**src/design/ocsc_pkg.sv**
```systemverilog
// Shared constants for the output clamp and standby control block.
// Assumes an 8-bit register address and 16-bit register data.
package ocsc_pkg;

  // ----------------------------------------------------------------
  // Register map
  // ----------------------------------------------------------------
  localparam int unsigned    ADDR_W          = 8;
  localparam int unsigned    DATA_W          = 16;
  localparam logic [7:0]     CLAMP_ADDR      = 8'h17;
  localparam logic [7:0]     STANDBY1_ADDR   = 8'h18;
  localparam logic [15:0]    CLAMP_RESET     = 16'h003F;
  localparam logic [15:0]    STANDBY1_RESET  = 16'hFF00;

  // ----------------------------------------------------------------
  // Field positions
  // ----------------------------------------------------------------
  localparam int unsigned    NUM_HOLD        = 6;   // Four aux outputs, two bipolar pairs
  localparam int unsigned    NUM_CHAN        = 7;   // Hold channels plus the amp switch
  localparam int unsigned    AMP_BIT         = 6;   // Amp bit in both registers
  localparam int unsigned    POLICY_LSB      = 8;   // Wake policy field base
  localparam int unsigned    AMP_POLICY_BIT  = 14;
  localparam int unsigned    CLAMP_RSVD_LSB  = 7;   // Clamp bits 15..7 reserved
  localparam int unsigned    CLAMP_RSVD_W    = 9;
  localparam logic [8:0]     CLAMP_RSVD_RST  = 9'h000;

  // Channel order within the hold field
  localparam int unsigned    PAIR_A_BIT      = 0;
  localparam int unsigned    PAIR_B_BIT      = 1;
  localparam int unsigned    AUX1_BIT        = 2;
  localparam int unsigned    AUX4_BIT        = 5;

endpackage

```
**src/design/ocsc_top.sv**
```systemverilog
// Output clamp and standby control: clamp register, first standby config
// register, amp switch pin and six hold outputs.
// Assumes register strobes synchronous to SYS_CLK, one cycle each.
//
// Our own choice: the strobed register port.
`timescale 1ns/1ps
`default_nettype none
module ocsc_top (
  input  wire logic                          SYS_CLK,
  input  wire logic                          RST,
  input  wire logic                          CE,
  input  wire logic [ocsc_pkg::ADDR_W-1:0]   ADDR,
  input  wire logic [ocsc_pkg::DATA_W-1:0]   WDATA,
  input  wire logic                          WR,
  input  wire logic                          RD,
  output logic      [ocsc_pkg::DATA_W-1:0]   RDATA,
  input  wire logic                          FIRST_STANDBY_INPUT,
  output logic                               AMP_SWITCH_OUT,
  output logic      [ocsc_pkg::NUM_HOLD-1:0] HOLD_OUT
);
  import ocsc_pkg::*;

  // ----------------------------------------------------------------
  // Declarations
  // ----------------------------------------------------------------
  logic [CLAMP_RSVD_W-1:0] clamp_rsvd_reg;
  logic [DATA_W-1:0]       standby_cfg_reg;
  logic [DATA_W-1:0]       rdata_reg;
  logic [DATA_W-1:0]       rdata_next;
  logic [NUM_CHAN-1:0]     safe;
  logic [NUM_CHAN-1:0]     slept;
  logic [NUM_CHAN-1:0]     wr_safe;
  logic                    sleep_lvl;
  logic                    sleep_fall;
  logic                    wr_clamp;
  logic                    wr_cfg;

  // Builds the clamp register image; bit 6 is the inverted live pin state
  function automatic logic [DATA_W-1:0] clamp_image(
    input logic [CLAMP_RSVD_W-1:0] rsvd,
    input logic [NUM_CHAN-1:0]     s
  );
    clamp_image = {rsvd, ~s[AMP_BIT], s[NUM_HOLD-1:0]};
  endfunction

  // True for a strobe aimed at the given register
  function automatic logic hits(
    input logic              strobe,
    input logic [ADDR_W-1:0] a,
    input logic [ADDR_W-1:0] target
  );
    hits = strobe && (a == target);
  endfunction

  // ----------------------------------------------------------------
  // Standby input synchroniser
  // ----------------------------------------------------------------
  ocsc_sync u_sync (
    .clk      (SYS_CLK),
    .rst      (RST),
    .ce       (CE),
    .async_in (FIRST_STANDBY_INPUT),
    .level_q  (sleep_lvl),
    .fall_q   (sleep_fall)
  );

  // ----------------------------------------------------------------
  // Register writes
  // ----------------------------------------------------------------
  assign wr_clamp = hits(WR, ADDR, CLAMP_ADDR);
  assign wr_cfg   = hits(WR, ADDR, STANDBY1_ADDR);

  // Reserved clamp bits just store what software writes
  always_ff @(posedge SYS_CLK or posedge RST) begin
    if (RST) begin
      clamp_rsvd_reg <= CLAMP_RSVD_RST;
    end else if (CE && wr_clamp) begin
      clamp_rsvd_reg <= WDATA[DATA_W-1:CLAMP_RSVD_LSB];
    end
  end

  // Standby config: enables low byte, wake policies high byte
  always_ff @(posedge SYS_CLK or posedge RST) begin
    if (RST) begin
      standby_cfg_reg <= STANDBY1_RESET;
    end else if (CE && wr_cfg) begin
      standby_cfg_reg <= WDATA;
    end
  end

  // ----------------------------------------------------------------
  // Channels
  // ----------------------------------------------------------------
  // Hold bits store the safe value directly; the amp bit is inverted
  // because a written 1 means ON, which is the non-safe state.
  genvar g;
  generate
    for (g = 0; g < NUM_CHAN; g++) begin : g_chan
      if (g == AMP_BIT) begin : g_amp
        assign wr_safe[g] = ~WDATA[g];
      end else begin : g_hold
        assign wr_safe[g] = WDATA[g];
      end
      ocsc_chan u_chan (
        .clk        (SYS_CLK),
        .rst        (RST),
        .ce         (CE),
        .sleep_lvl  (sleep_lvl),
        .sleep_fall (sleep_fall),
        .enable     (standby_cfg_reg[g]),
        .policy     (standby_cfg_reg[POLICY_LSB+g]),
        .wr_en      (wr_clamp),
        .wr_safe    (wr_safe[g]),
        .safe_q     (safe[g]),
        .slept_q    (slept[g])
      );
    end
  endgenerate

  // Pin high means OFF; outputs come straight from channel flops
  assign AMP_SWITCH_OUT = safe[AMP_BIT];
  assign HOLD_OUT       = safe[NUM_HOLD-1:0];

  // ----------------------------------------------------------------
  // Register read
  // ----------------------------------------------------------------
  // Unmapped addresses read as zero; data stand one cycle only
  always_comb begin
    rdata_next = '0;
    if (hits(RD, ADDR, CLAMP_ADDR)) begin
      rdata_next = clamp_image(clamp_rsvd_reg, safe);
    end else if (hits(RD, ADDR, STANDBY1_ADDR)) begin
      rdata_next = standby_cfg_reg;
    end
  end

  always_ff @(posedge SYS_CLK or posedge RST) begin
    if (RST) begin
      rdata_reg <= '0;
    end else if (CE) begin
      rdata_reg <= rdata_next;
    end
  end

  assign RDATA = rdata_reg;

  // Config fields pulled out once so the properties stay short
  logic                amp_en;
  logic                amp_pol;
  logic [NUM_HOLD-1:0] hold_en;
  logic [NUM_HOLD-1:0] hold_pol;
  assign amp_en   = standby_cfg_reg[AMP_BIT];
  assign amp_pol  = standby_cfg_reg[AMP_POLICY_BIT];
  assign hold_en  = standby_cfg_reg[NUM_HOLD-1:0];
  assign hold_pol = standby_cfg_reg[POLICY_LSB+NUM_HOLD-1:POLICY_LSB];
endmodule
`default_nettype wire

```
**src/design/ocsc_sync.sv**
```systemverilog
// Two-stage synchroniser with edge history for the standby input.
// Assumes the input is asynchronous to SYS_CLK; CE freezes all stages.
`timescale 1ns/1ps
`default_nettype none
module ocsc_sync (
  input  wire logic clk,
  input  wire logic rst,
  input  wire logic ce,
  input  wire logic async_in,
  output logic      level_q,
  output logic      fall_q
);

  logic meta_reg;
  logic level_reg;
  logic prev_reg;

  // ----------------------------------------------------------------
  // Synchroniser chain
  // ----------------------------------------------------------------
  // Only the second stage reads the first stage
  always_ff @(posedge clk or posedge rst) begin
    if (rst) begin
      meta_reg  <= 1'b0;
      level_reg <= 1'b0;
    end else if (ce) begin
      meta_reg  <= async_in;
      level_reg <= meta_reg;
    end
  end

  // History of the clean level for falling-edge detection
  always_ff @(posedge clk or posedge rst) begin
    if (rst) begin
      prev_reg <= 1'b0;
    end else if (ce) begin
      prev_reg <= level_reg;
    end
  end

  assign level_q = level_reg;
  assign fall_q  = prev_reg & ~level_reg;

endmodule
`default_nettype wire

```
**src/design/ocsc_chan.sv**
```systemverilog
// One standby-controlled channel: a "safe" state bit (clamped, or amp OFF).
// Assumes a synchronised standby level and its falling pulse as inputs.
`timescale 1ns/1ps
`default_nettype none
module ocsc_chan (
  input  wire logic clk,
  input  wire logic rst,
  input  wire logic ce,
  input  wire logic sleep_lvl,
  input  wire logic sleep_fall,
  input  wire logic enable,
  input  wire logic policy,
  input  wire logic wr_en,
  input  wire logic wr_safe,
  output logic      safe_q,
  output logic      slept_q
);

  logic safe_reg;
  logic slept_reg;

  // ----------------------------------------------------------------
  // Safe state
  // ----------------------------------------------------------------
  // Standby wins over a same-cycle write so a clamp is never lost
  always_ff @(posedge clk or posedge rst) begin
    if (rst) begin
      safe_reg <= 1'b1;
    end else if (ce) begin
      if (sleep_lvl && enable) begin
        safe_reg <= 1'b1;
      end else if (wr_en) begin
        safe_reg <= wr_safe;
      end else if (sleep_fall && slept_reg && enable && !policy) begin
        safe_reg <= 1'b0;
      end
    end
  end

  // Marks that standby, not software, made the channel safe
  always_ff @(posedge clk or posedge rst) begin
    if (rst) begin
      slept_reg <= 1'b0;
    end else if (ce) begin
      if (sleep_lvl && enable) begin
        slept_reg <= 1'b1;
      end else if (sleep_fall || wr_en) begin
        slept_reg <= 1'b0;
      end
    end
  end

  assign safe_q  = safe_reg;
  assign slept_q = slept_reg;

endmodule
`default_nettype wire

```
**config.mk**
```make
export PLATFORM = sky130hd
export DESIGN_NAME = ocsc_top
export DESIGN_NICKNAME = d
export VERILOG_FILES = /design/src/design/ocsc_pkg.sv /design/src/design/ocsc_top.sv /design/src/design/ocsc_sync.sv /design/src/design/ocsc_chan.sv
export SDC_FILE = /design/constraint.sdc
export NUM_CORES = 1
export LEC_CHECK = 0
export ABC_AREA = 1
export BUFFER_PORTS_ARGS = -buffer_cell sky130_fd_sc_hd__buf_4
export CAP_MARGIN = 20
export CORE_UTILIZATION = 30
export DETAILED_ROUTE_END_ITERATION = 8
export GPL_TIMING_DRIVEN = 1
export SLEW_MARGIN = 10
export SYNTH_ARGS = -nofsm -noshare
export SYNTH_HDL_FRONTEND = slang
export SYNTH_SLANG_ARGS = --single-unit
```
**constraint.sdc**
```tcl
create_clock -name SYS_CLK -period 2 [get_ports SYS_CLK]
set_clock_uncertainty 0.15 [all_clocks]
set_input_delay 0.4 -clock SYS_CLK [delete_from_list [all_inputs] [get_ports SYS_CLK]]
set_output_delay 0.4 -clock SYS_CLK [all_outputs]
set_load 0.02 [all_outputs]
```
* After elaboration in Yosys (flattened, before gate mapping)
Index checks and enable logic that the tools add are counted.
Storage, ports and cells: register bits after elaboration 58, bits of input ports 30, output and inout port bits 23, word-level logic and storage cells 127
Operators by class: equal/unequal tests 2, multiplexer cells 31, bitwise operators 4, reduce and logical (&&, ||, !) cells 70
Operators with widths (count):
- logical AND 1 bit | 34
- 2-to-1 mux 16 bit | 2
- 2-to-1 mux 1 bit | 29
- AND reduction 2 bit | 14
- nonzero test 3 bit | 7
- equality test 8 x 5 -> 1 bit (second input constant) | 2
- nonzero test 2 bit | 7
- zero test 1 bit | 7
- NOT 1 bit | 3
- bitwise AND 1 bit | 1
- logical OR 1 bit | 1

* Depth between registers and ports, before layout
Gate-level depths: netlist (run 1).
depth after elaboration 8, depth in mapped cells 8, mapped depth without buffers 8

* Hierarchy
Synthesis (run 1) repeated with hierarchy kept, for this count alone.
Second synthesis, totals: cells, all modules 405, area, all modules 3025.4 µm²
Modules (own cells, without submodules):
- ocsc_top | times used 1, cells an instance 242, area each 2008.2 µm², sequential area each 1036.0 µm²
- ocsc_chan | times used 7, cells an instance 21, area each 127.6 µm², sequential area each 51.3 µm²
- ocsc_sync | times used 1, cells an instance 16, area each 123.9 µm², sequential area each 75.1 µm²

* Worst setup path before layout (run 1)
No wires, ideal clock.
path kind in2reg, start point in ADDR[5] in the netlist's numbering, end point reg g_chan[3].u_chan.slept_reg, arrival time 1.153 ns, required time 1.732 ns, setup slack 0.579 ns, cell stages on the path 7, buffers on the path 1, cell sequence inv_1 > nand2_1 > nor2_4 > nand4_1 > buf_2 > nand3_1 > nand2_1
Between the ends: cells in the longest elaborated chain, start to end 5
RTL lines:
- start, declared | line ocsc_top.sv:12 | input wire logic [ocsc_pkg::ADDR_W-1:0] ADDR,
- equality test 8 x 5 -> 1 bit | line ocsc_top.sv:52 | hits = strobe && (a == target);
- logical AND 1 bit | line ocsc_top.sv:52
- logical OR 1 bit | line ocsc_chan.sv:47 | end else if (sleep_fall || wr_en) begin
- nonzero test 2 bit (no line)
- AND reduction 2 bit (no line)
- end signal, assigned | line ocsc_chan.sv:43 | slept_reg <= 1'b0;
- end signal, assigned | line ocsc_chan.sv:46 | slept_reg <= 1'b1;
- end signal, assigned | line ocsc_chan.sv:48 | slept_reg <= 1'b0;
- end, declared | line ocsc_chan.sv:20 | logic slept_reg;
No other way between the ends. A chain may end at the register's enable or synchronous reset.

* Worst setup path in the final report (run 1)
start point reg g_chan[3].u_chan.safe_reg, end point out HOLD_OUT[3] in the netlist's numbering
RTL lines:
- start, declared | line ocsc_chan.sv:19 | logic safe_reg;
- start signal, assigned | line ocsc_chan.sv:33 | safe_reg <= wr_safe;
- end, declared | line ocsc_top.sv:19 | output logic [ocsc_pkg::NUM_HOLD-1:0] HOLD_OUT
No word-level cell between the ends.

==> out/results.md, run 1 <==
| Metric | This run | Unit |
|---|---|---|
| Worst-case register-to-register setup slack | 0.63 | ns |
| Fraction of final layout cells with drive strength greater than 1 | 25.4 | % |
| Status | complete, no violations | - |
| Compound-Gate Fraction of Synth Area | 4.42 | % |
| Aggregate global-route resource usage | 15.6 | % |
| Effective utilization at floorplan | 30.8 | % |
| Setup slack of the critical path after layout | 0.383 | ns |
| Sum of negative setup slack | 0 | ns |
| Total standard cell area after synthesis | 2830 | um^2 |
| Design Area, Final | 3530 | um^2 |
| Synthesized area divided by synthesized cell count | 8.02 | um^2 |
| DRT Pass-1 Iters | 5 | - |
| Sort of element at the start of the critical path | flop | - |
| FF-to-FF path depth | 4 | - |
| Count of max-cap constraint violations | 0 | - |
| Met1 Wirelength | 3280 | um |
| Site row count | 35 | - |
| Pin count of the biggest net entering global routing | 59 | - |
| Met3 wire length | 416 | um |
| Critical path buffers and inverters | 1 | - |
| Number of buffers created by CTS | 9 | - |
| Worst hold path type | input pin to flop | - |
| Max-slew violations | 0 | - |
| Maximum frequency from static timing analysis | 618 | MHz |
| Vias | 2,418 | - |
| Library cell used as clock root buffer | clkbuf_8 | - |
| Final count of hold timing violations | 0 | - |
| Post-layout minimum cycle time | 1.62 | ns |
| Total length of routed wires | 7030 | um |
| Die area | 9830 | um^2 |
| Clock Path Buffers | 2 | - |
| Height of the chip | 99.1 | um |
| Data arrival time at the worst-slack endpoint | 1.07 | ns |
| Leakage | 1.89 | nW |
| Slowest-stage cell, CP | dfstp_2 | - |
| Share of the core filled with cells in the final layout | 38.4 | % |
| Final ANT Viol Nets | 0 | - |
| Power per Cell Area | 804 | nW/um^2 |
| Die X-Extent | 99.1 | um |
| Number of clock sinks | 58 | - |
| IR Drop Worst-Case VDD | 0.281 | mV |
| Synthesis warning total | 0 | - |
| # H-tree levels | 3 | - |
| Maximum fanout along the worst path | 3 | - |
| Data required time at the worst endpoint | 1.45 | ns |
| Worst reg2reg path startpoint | u_sync.level_q | - |
| R2r endpoint | g_chan[4].u_chan.slept_q | - |
| RD Place Congestion | 0.774 | - |
| Routed wirelength normalized by instance count | 13.5 | um |
| Port buffer count | 52 | - |
| TritonCTS clock tree | done | - |
| Buffer count from post-CTS setup fixing | 0 | - |
| Class of the most critical setup path | flop to primary output | - |
| Slew @ Worst Pin | 0.467 | ns |
| Sum of met2 wire segment lengths after detailed routing | 3230 | um |
| Total inserted antenna cells | 0 | - |
| Floorplan core area | 9200 | um^2 |
| First-pass GRT wire length | 11,700 | um |
| Fraction of synthesized cell area in xor and xnor cells | 0 | % |
| Setup violations, final | 0 | - |
| Io pins | 53 | - |
| Via count of the first global-routing pass | 2,362 | - |
| Final period util | 80.9 | % |
| Top metal layer carrying routed signals | met4 | - |
| Starting DRT DRC Count | 156 | - |
| Gate count of the mapped netlist | 353 | - |
| Number of synthesized register bits | 58 | - |
| Post-synth net total | 383 | - |
| Remaining max-slew budget at the tightest pin | 68.8 | % |
| Mux cell area share after synthesis | 0 | % |
| Hpwl dp | 5050 | um |
| Combinational family with the most area after synthesis | simple AND/OR/NAND/NOR gates | - |
| Number of vias per cell after detailed routing | 4.64 | - |
| List of cells traversed by the critical path | buf_4 | - |
| Synth Area in Simple Gates | 35.2 | % |
| Synthesis-to-finish area growth | 24.9 | % |
| Clock transition at the registers of the reported paths | 0.07 | ns |
| Kind of cell adding the most delay to the critical path | flip-flops | - |
| End point of the worst hold path | standby_cfg_reg[14] | - |
| Sequential share of the synthesized area | 51.9 | % |
| Source-to-sink clock delay at the later pin of the worst-skew pair | 0.34 | ns |
| Hold WS | 0.117 | ns |
| Hold Startpoint | WDATA[14] | - |
| Adder-cell share of the synthesized area | 0 | % |
| Type of destination of the critical path | primary output | - |
| Worst stage delay on the critical path | 0.58 | ns |
| Unrepaired setup endpoints after global routing | false | - |
| Overflow left after global routing | 0 | - |
| Post-DP Area | 3330 | um^2 |
| Antenna violations before repair | 0 | - |
| Residual DRC | 0 | - |
| Worst hold path stage count | 3 | - |
| Post-CTS resize count | 0 | - |
| Final nets | 435 | - |
| Number of distinct library cell variants in the gate-level netlist after synthesis | 19 | - |
| Worst slack at placement | 0.199 | ns |
[cell usage after synthesis (all sizes together)]
cell	count	share of area, %
dfrtp	43	38
o21ai	17	3.0
nand2	149	20
nor2	16	3.4
buf	19	4.2
clkbuf	4	0.53
nor3	1	0.57
nand3	17	3.0
a21oi	8	1.4
nor3b	3	0.80
inv	28	3.7
dfstp	15	14
nand4	33	7.3
[power breakdown]
| group | internal (W) | switching, W |
|---|---|---|
| Sequential | 0.00131 | 0.0000828 |
| Clock | 0.000546 | 0.000474 |
| Combinational | 0.000178 | 0.000247 |
[worst register-to-register path: cells and delay by family (launching register included)]
family	cells	cell delay (ns)
buffers and inverters	1	0.21
and+or+nand+nor	3	0.49
DFF	1	0.41
[layout by cell type (no fill, tap or decap), drive strengths merged]
cell         Yosys  final
nand2          149    149
buf             19     63
dfrtp           43     43
nand4           33     33
inv             28     28
nand3           17     17
o21ai           17     17
nor2            16     16
dfstp           15     15
clkbuf           4     12
a21oi            8      8
nor3b            3      3
clkinv           0      2
clkinvlp         0      2
nor3             1      1
dlygate4sd3      0      1
[cell families after synthesis]
logic type | count (synthesis)
flops | 58
simple gates | 219
compound gates | 25
buf+inv | 51
[area by class of cell]
cell class              count  area, um^2
well taps                 111         139
repair buffers             64         508
multi-input cells         244        1120
fillers                   965        5660
clock buffers              12         165
inverters                  28         105
flip-flops and latches     58        1470
clock inverters             4        25.0
[metrics by stage]
stage	total power (W)	cells
3_5_place_dp	0.00185	504
2_1_floorplan	0.00169	353
5_1_grt	0.00298	521
6_report	0.00284	521
3_3_place_gp	0.00184	504
4_1_cts	0.00286	521
[repair_timing]
action                                  CTS  global route
endpoints found under the setup margin    0             0
endpoints found under the hold margin    43             0
hold buffers                              1             0
[layer usage]
layer	vias to the layer above	global-route usage, %
met5	-	0
met4	0	5.43
met3	11	4.43
met2	64	24.2
met1	1108	21.0
li1	1235	-
[worst max path at each step]
stage                     depth (start not counted)                       to  slack [ns]                     from
final                                             1              HOLD_OUT[3]        0.38  g_chan[3].u_chan.safe_q
after detailed placement                          7  g_chan[6].u_chan.safe_q        0.20                       CE
after CTS                                         1              HOLD_OUT[3]        0.38  g_chan[3].u_chan.safe_q
after global placement                            7  g_chan[6].u_chan.safe_q        0.21                       CE
after global routing                              1              HOLD_OUT[3]        0.35  g_chan[3].u_chan.safe_q
after floorplan                                   1                 RDATA[0]        0.05                      RST
No activity file was read; power rests on OpenSTA's default activity.
==> run 2, diff against run 1 <==
Clock period 2 ns to 1.7 ns, I/O delays scaled along.
==> run 2 against run 1 <==
Compared with the run above:
- utilization grew 0.59 points
- via count grew 1.9%
- worst setup slack lost 0.22 ns
- count of clock-buffer cells in the layout is the same
- critical endpoint unchanged
==> out/results.md, run 2 (synthesis gave the netlist of run 1 again) <==
| Metric | This run | Unit | vs previous |
|---|---|---|---|
| Pin count of the biggest net entering global routing | 59 | - | unchanged |
| Io pins | 53 | - | unchanged |
| Maximum fanout along the worst path | 3 | - | unchanged |
| Data required time at the worst endpoint | 1.21 | ns | -0.24 ns |
| Via count of the first global-routing pass | 2,435 | - | +3.1% |
| IR Drop Worst-Case VDD | 0.298 | mV | +5.9% |
| Antenna violations before repair | 0 | - | unchanged |
| Overflow left after global routing | 0 | - | unchanged |
| Residual DRC | 0 | - | unchanged |
| Hpwl dp | 5030 | um | -0.37% |
| Die X-Extent | 99.1 | um | unchanged |
| TritonCTS clock tree | done | - |  |
| Synthesis-to-finish area growth | 26.8 | % |  |
| Area used by multi-input combinational logic | 1120 | um^2 | unchanged |
| Total length of routed wires | 6900 | um | -1.8% |
| Critical path buffers and inverters | 1 | - | unchanged |
| List of cells traversed by the critical path | buf_4 | - |  |
| Final count of hold timing violations | 0 | - | unchanged |
| Status | complete, no violations | - |  |
| Setup violations, final | 0 | - | unchanged |
| Vias | 2,465 | - | +1.9% |
| Type of destination of the critical path | primary output | - |  |
| Effective utilization at floorplan | 30.8 | % | unchanged |
| Number of buffers created by CTS | 9 | - | unchanged |
| DRT Pass-1 Iters | 5 | - | unchanged |
| Die area | 9830 | um^2 | unchanged |
| Maximum frequency from static timing analysis | 649 | MHz |  |
| Port buffer count | 52 | - | unchanged |
| Total inserted antenna cells | 0 | - | unchanged |
| Slowest-stage cell, CP | dfstp_2 | - |  |
| Leakage | 1.91 | nW | +0.99% |
| Kind of cell adding the most delay to the critical path | flip-flops | - |  |
| Library cell used as clock root buffer | clkbuf_8 | - |  |
| Aggregate global-route resource usage | 15.7 | % | +0.11 points |
| Internal power contribution | 0.00251 | W | +23% |
| Routed wirelength normalized by instance count | 13.2 | um | -2.3% |
| Portion of total power attributed to the clock network | 37.5 | % | +1.6 points |
| Source-to-sink clock delay at the later pin of the worst-skew pair | 0.33 | ns | about the same |
| Filler cells | 973 | - | +0.83% |
| Post-CTS resize count | 0 | - | unchanged |
| Worst hold path type | input pin to flop | - |  |
| Power dissipated by switching net loads | 0.000926 | W | +15% |
| Number of vias per cell after detailed routing | 4.70 | - | +1.4% |
| Worst stage delay on the critical path | 0.57 | ns | about the same |
| Unrepaired setup endpoints after global routing | false | - |  |
| Final ANT Viol Nets | 0 | - | unchanged |
| Number of clock sinks | 58 | - | unchanged |
| Fin cells | 524 | - | +0.58% |
| Power per Cell Area | 958 | nW/um^2 | +19% |
| Switching share of power | 26.9 | % | -1.4 points |
| First-pass GRT wire length | 11,900 | um | +1.3% |
| Slew @ Worst Pin | 0.436 | ns | -0.0307 ns |
| Commonest cells after routing, fill and taps aside | 147 x nand2_1, 63 x buf_4, 43 x dfrtp_1 | - |  |
| Post-layout minimum cycle time | 1.54 | ns |  |
| Floorplan core area | 9200 | um^2 | unchanged |
| Data arrival time at the worst-slack endpoint | 1.05 | ns | -0.02 ns |
| Sum of negative setup slack | 0 | ns | unchanged |
| Height of the chip | 99.1 | um | unchanged |
| Clock Path Buffers | 2 | - | unchanged |
| Fraction of final layout cells with drive strength greater than 1 | 25.7 | % | +0.30 points |
| Gate power share | 14.7 | % | -0.3 points |
| Site row count | 35 | - | unchanged |
| Placed Cells | 507 | - | +0.60% |
| Total chip power | 0.00344 | W | +21% |
| Sort of element at the start of the critical path | flop | - |  |
| Flop pwr share | 47.7 | % | -1.4 points |
| Most common library cell in the layout ignoring fill and taps | nand2_1 | - |  |
| # H-tree levels | 3 | - | unchanged |
| Final nets | 438 | - | +0.69% |
| Final period util | 90.7 | % |  |
| Clock transition at the registers of the reported paths | 0.07 | ns | about the same |
| Starting DRT DRC Count | 210 | - | +35% |
| Area taken by flip-flops and latches | 1470 | um^2 | unchanged |
| RD Place Congestion | 0.797 | - | +2.9% |
| Hold WS | 0.0618 | ns | -0.0551 ns |
| Class of the most critical setup path | flop to primary output | - |  |
| Max-slew violations | 0 | - | unchanged |
| Count of max-cap constraint violations | 0 | - | unchanged |
| Remaining max-slew budget at the tightest pin | 70.8 | % | +2.0 points |
==> run 2: final timing paths <==
path	slack [ns]	from	cells after the start	endpoint
max in group asynchronous	0.60	RST	4	g_chan[6].u_chan.safe_q
setup / recovery	0.16	g_chan[3].u_chan.safe_q	1	HOLD_OUT[3]
setup reg to reg	0.30	u_sync.level_q	4	g_chan[0].u_chan.slept_q
hold reg to reg	0.33	RDATA[15]	2	RDATA[15]
hold / removal	0.06	WDATA[14]	3	clamp_rsvd_reg[7]
min in group asynchronous	0.48	RST	4	RDATA[11]
==> run 2: per-stage QoR <==
stage | worst slack, ns | util [%] | instance area [um^2]
2_1_floorplan | 0.339 | - | 2830
5_1_grt | 0.118 | 39.0 | 3590
3_3_place_gp | 0.127 | 36.7 | 3370
4_1_cts | 0.141 | 39.0 | 3590
6_report | 0.158 | 39.0 | 3590
3_5_place_dp | 0.118 | 36.7 | 3370
==> run 2: what timing repair did <==
action / in CTS / in global routing
setup endpoints to repair: 0 / 0
hold buffers: 1 / 0
buffers inserted: 0 / 0
hold endpoints to repair: 43 / 0
==> run 2: routing by layer <==
metal,track usage [%],vias to the layer above,wire length (um)
met1,21.6,1110,3120
li1,-,1248,-
met5,0,-,0
met2,23.0,87,3100
met3,3.30,20,465
met4,8.82,0,218
==> run 2: power by group through the flow <==
stage               combinational, W  sequential [W]  clock [W]
global placement            0.000496         0.00167          0
global route                0.000573         0.00166    0.00140
detailed placement          0.000507         0.00167          0
floorplan                   0.000354         0.00163          0
finish                      0.000506         0.00164    0.00129
CTS                         0.000512         0.00164    0.00134
==> run 2: area by class of cell <==
type | count | area share (%)
clock buffers | 12 | 4.32
flip-flops and latches | 58 | 41.0
well taps | 111 | 3.87
inverters | 28 | 3.03
clock inverters | 4 | 1.39
repair buffers | 67 | 15.1
multi-input cells | 244 | 31.3
==> run 3, diff against run 2 <==
Settings changed: ABC_AREA 1 to unset, CTS_CLUSTER_SIZE set to 12.
==> run 3 against run 2 <==
Compared with the run above:
- count of clock-buffer cells in the layout is 1 lower
- first-iteration DRC count is 51% lower
- highest routed layer unchanged
- routed wire length is 8.8% lower
- maximum frequency hardly changed
- critical path type is now input pin to flop
- largest power group is now the clock network
==> out/results.md, run 3 <==
| Metric | This run | Unit | vs previous |
|---|---|---|---|
| Status | complete, no violations | - |  |
| Placed Cells | 365 | - | -28% |
| # H-tree levels | 3 | - | unchanged |
| Remaining max-slew budget at the tightest pin | 69.2 | % | -1.6 points |
| Number of vias per cell after detailed routing | 4.98 | - | +6.0% |
| Post-layout minimum cycle time | 1.54 | ns | -0.000286 ns |
| Fraction of final layout cells with drive strength greater than 1 | 47.7 | % | +22 points |
| Count of max-cap constraint violations | 0 | - | unchanged |
| Number of distinct library cell variants in the gate-level netlist after synthesis | 25 | - | +6 |
| Library cell used as clock root buffer | clkbuf_8 | - |  |
| IR Drop Worst-Case VDD | 0.418 | mV | +41% |
| Top cells by area in the synthesized netlist | dfrtp_1 42%, dfstp_2 15%, mux2_2 7.9% | - |  |
| Floorplan core area | 8260 | um^2 | -10% |
| Met2 track demand over resource in global routing | 23.2 | % | +0.18 points |
| Number of synthesized register bits | 58 | - | unchanged |
| Worst stage delay on the critical path | 0.35 | ns | -0.22 ns |
| Via count of the first global-routing pass | 1,923 | - | -21% |
| Final count of hold timing violations | 0 | - | unchanged |
| Slew @ Worst Pin | 0.461 | ns | +0.0247 ns |
| Die X-Extent | 94.6 | um | -4.5% |
| Unrepaired setup endpoints after global routing | false | - |  |
| Clock Path Buffers | 2 | - | unchanged |
| Power per Cell Area | 1020 | nW/um^2 | +6.9% |
| TritonCTS clock tree | done | - |  |
| Max-slew violations | 0 | - | unchanged |
| Clock transition at the registers of the reported paths | 0.07 | ns | about the same |
| Top flip-flop cell by instance count after synthesis | dfrtp_1 | - |  |
| Area fraction of the dominant cell type after synthesis | 41.8 | % | +3.8 points |
| Number of enable-type register cells in the synthesized netlist | 0 | - | unchanged |
| Aggregate global-route resource usage | 15.4 | % | -0.26 points |
| Most common library cell in the layout ignoring fill and taps | buf_4 | - |  |
| Maximum frequency from static timing analysis | 649 | MHz | about the same |
| Met1 track utilization from global routing | 20.8 | % | -0.89 points |
| Total inserted antenna cells | 0 | - | unchanged |
| Die area | 8960 | um^2 | -8.8% |
| Worst hold path type | input pin to flop | - |  |
| Buffer count from post-CTS setup fixing | 0 | - | unchanged |
| Source-to-sink clock delay at the later pin of the worst-skew pair | 0.33 | ns | about the same |
| Class of the most critical setup path | input pin to flop | - |  |
| Data arrival time at the worst-slack endpoint | 1.60 | ns | +0.55 ns |
| FF-to-FF path depth | 4 | - | unchanged |
| Io pins | 53 | - | unchanged |
| Sequential share of the synthesized area | 57.1 | % | +5.1 points |
| Height of the chip | 94.6 | um | -4.5% |
| Slowest-stage cell, CP | nor4b_2 | - |  |
| Setup violations, final | 0 | - | unchanged |
| Total standard cell area after synthesis | 2570 | um^2 | -9.0% |
| Routed wirelength normalized by instance count | 16.5 | um | +25% |
| Worst hold path stage count | 2 | - | -1 |
| Synthesis warning total | 0 | - | unchanged |
| Sort of element at the start of the critical path | input pin | - |  |
| Vias | 1,904 | - | -23% |
| Number of clock sinks | 58 | - | unchanged |
| Share of the core filled with cells in the final layout | 41.2 | % | +2.2 points |
| Commonest cells after routing, fill and taps aside | 71 x buf_4, 43 x dfrtp_1, 18 x mux2_2, 18 x inv_1 | - |  |
| Number of buffers created by CTS | 9 | - | unchanged |
| Final period util | 90.7 | % | about the same |
| Sum of negative setup slack | 0 | ns | unchanged |
| Proportion of synthesized flip-flops having asynchronous set or reset | 100 | % | unchanged |
| Synthesized area divided by synthesized cell count | 12.4 | um^2 | +54% |
| Total length of routed wires | 6300 | um | -8.8% |
| Met3 track utilization from global routing | 4.43 | % | +1.1 points |
| Data required time at the worst endpoint | 1.76 | ns | +0.55 ns |
| Type of destination of the critical path | flop | - |  |
| Antenna violations before repair | 0 | - | unchanged |
| Site row count | 33 | - | -5.7% |
| Gate count of the mapped netlist | 208 | - | -41% |
| Synthesis-to-finish area growth | 32.2 | % |  |
| First-pass GRT wire length | 10,100 | um | -15% |
| Largest area contributor in the synthesized netlist | dfrtp_1 | - |  |
| DRT Pass-1 Iters | 5 | - | unchanged |
| List of cells traversed by the critical path | buf_4 > nor4b_2 > and3_1 > buf_4 > mux2_1 | - |  |
| Most used routing layer | met2 | - |  |
| Leakage | 1.56 | nW | -18% |
| Overflow left after global routing | 0 | - | unchanged |
| Synth top cells by count | 43 x dfrtp_1, 19 x inv_1, 18 x mux2_2 | - |  |
| Library cell with the highest instance count after synthesis | dfrtp_1 | - |  |
| Effective utilization at floorplan | 31.2 | % | +0.41 points |
| Port buffer count | 52 | - | unchanged |
| Post-synth net total | 238 | - | -38% |
| Hpwl dp | 4430 | um | -12% |
| Fin cells | 382 | - | -27% |
| RD Place Congestion | 0.785 | - | -1.5% |
| Residual DRC | 0 | - | unchanged |
| Starting DRT DRC Count | 103 | - | -51% |
| Cell repeated most along the worst path | buf_4 | - |  |
| Maximum fanout along the worst path | 7 | - | +4 |
| Final ANT Viol Nets | 0 | - | unchanged |
| Pin count of the biggest net entering global routing | 29 | - | -51% |
| Final nets | 302 | - | -31% |
==> run 3: cell types whose count changed after synthesis, moves of 8 or more <==
cell     change
nor2_1      -11
nand4_1     -33
inv_1        -8
and3_1       +9
nand2_1    -140
a22oi_1     +16
mux2_1      +10
nand3_1     -16
a21oi_1      -8
o22ai_1     +16
mux2_2      +18
==> run 3: logic make-up (layout without fill, tap and decap cells) <==
logic type             after synthesis  after routing  share of synthesized area, %
AO/OA/AOI/OAI                       60             60                          16.7
buffers and inverters               39            108                          7.43
flip-flops                          58             58                          57.1
multiplexers                        28             28                          12.2
AND/OR/NAND/NOR                     23             23                          6.51
==> run 3: cell type report <==
| cell class | count | area (um^2) |
|---|---|---|
| clock buffer | 11 | 151 |
| clock inverter | 5 | 100 |
| fill | 820 | 4850 |
| inverter | 19 | 75.1 |
| multi-input combinational | 111 | 913 |
| sequential | 58 | 1470 |
| tap | 105 | 131 |
| timing repair buffer | 73 | 563 |
==> run 3: critical path, delay by kind of cell <==
kind          cells  cell delay, ns
simple gates      2            0.61
mux               1            0.33
buf+inv           2            0.31
==> run 3: routing by layer <==
metal / vias to the layer above / wire, um
met5: - / 0
met2: 62 / 2970
met4: 0 / 68
met3: 4 / 378
met1: 945 / 2880
li1: 893 / -
==> run 3: metrics by stage <==
stage	hold slack, ns	cell area [um^2]	total power [W]	setup slack (ns)
4_1_cts	0.0701	3400	0.00353	0.153
3_3_place_gp	0.228	3140	0.00193	-0.124
2_1_floorplan	0.278	2580	0.00177	-0.0836
3_5_place_dp	0.228	3140	0.00194	-0.156
5_1_grt	0.0779	3400	0.00363	0.0958
6_report	0.0925	3400	0.00349	0.159
==> run 3: what timing repair did <==
item,4_1_cts,5_1_grt
endpoints found under the setup margin,0,0
hold buffers,1,0
resized for setup,0,0
endpoints found under the hold margin,11,0
==> run 3: path summary, 6_finish.rpt <==
kind                                           end          startpoint  slack (ns)
max in group asynchronous      standby_cfg_reg[12]                 RST        0.37
min reg2reg                     standby_cfg_reg[7]  standby_cfg_reg[7]        0.35
max reg2reg                g_chan[0].u_chan.safe_q      u_sync.level_q        0.41
min                             standby_cfg_reg[9]            WDATA[9]        0.09
min in group asynchronous                RDATA[10]                 RST        0.43
max                             standby_cfg_reg[6]             ADDR[5]        0.16
==> run 3: where the power goes <==
| part | total [W] | switching [W] | internal, W |
|---|---|---|---|
| registers | 0.00154 | 0.0000562 | 0.00149 |
| logic | 0.000362 | 0.000190 | 0.000173 |
| clock network | 0.00158 | 0.000532 | 0.00105 |
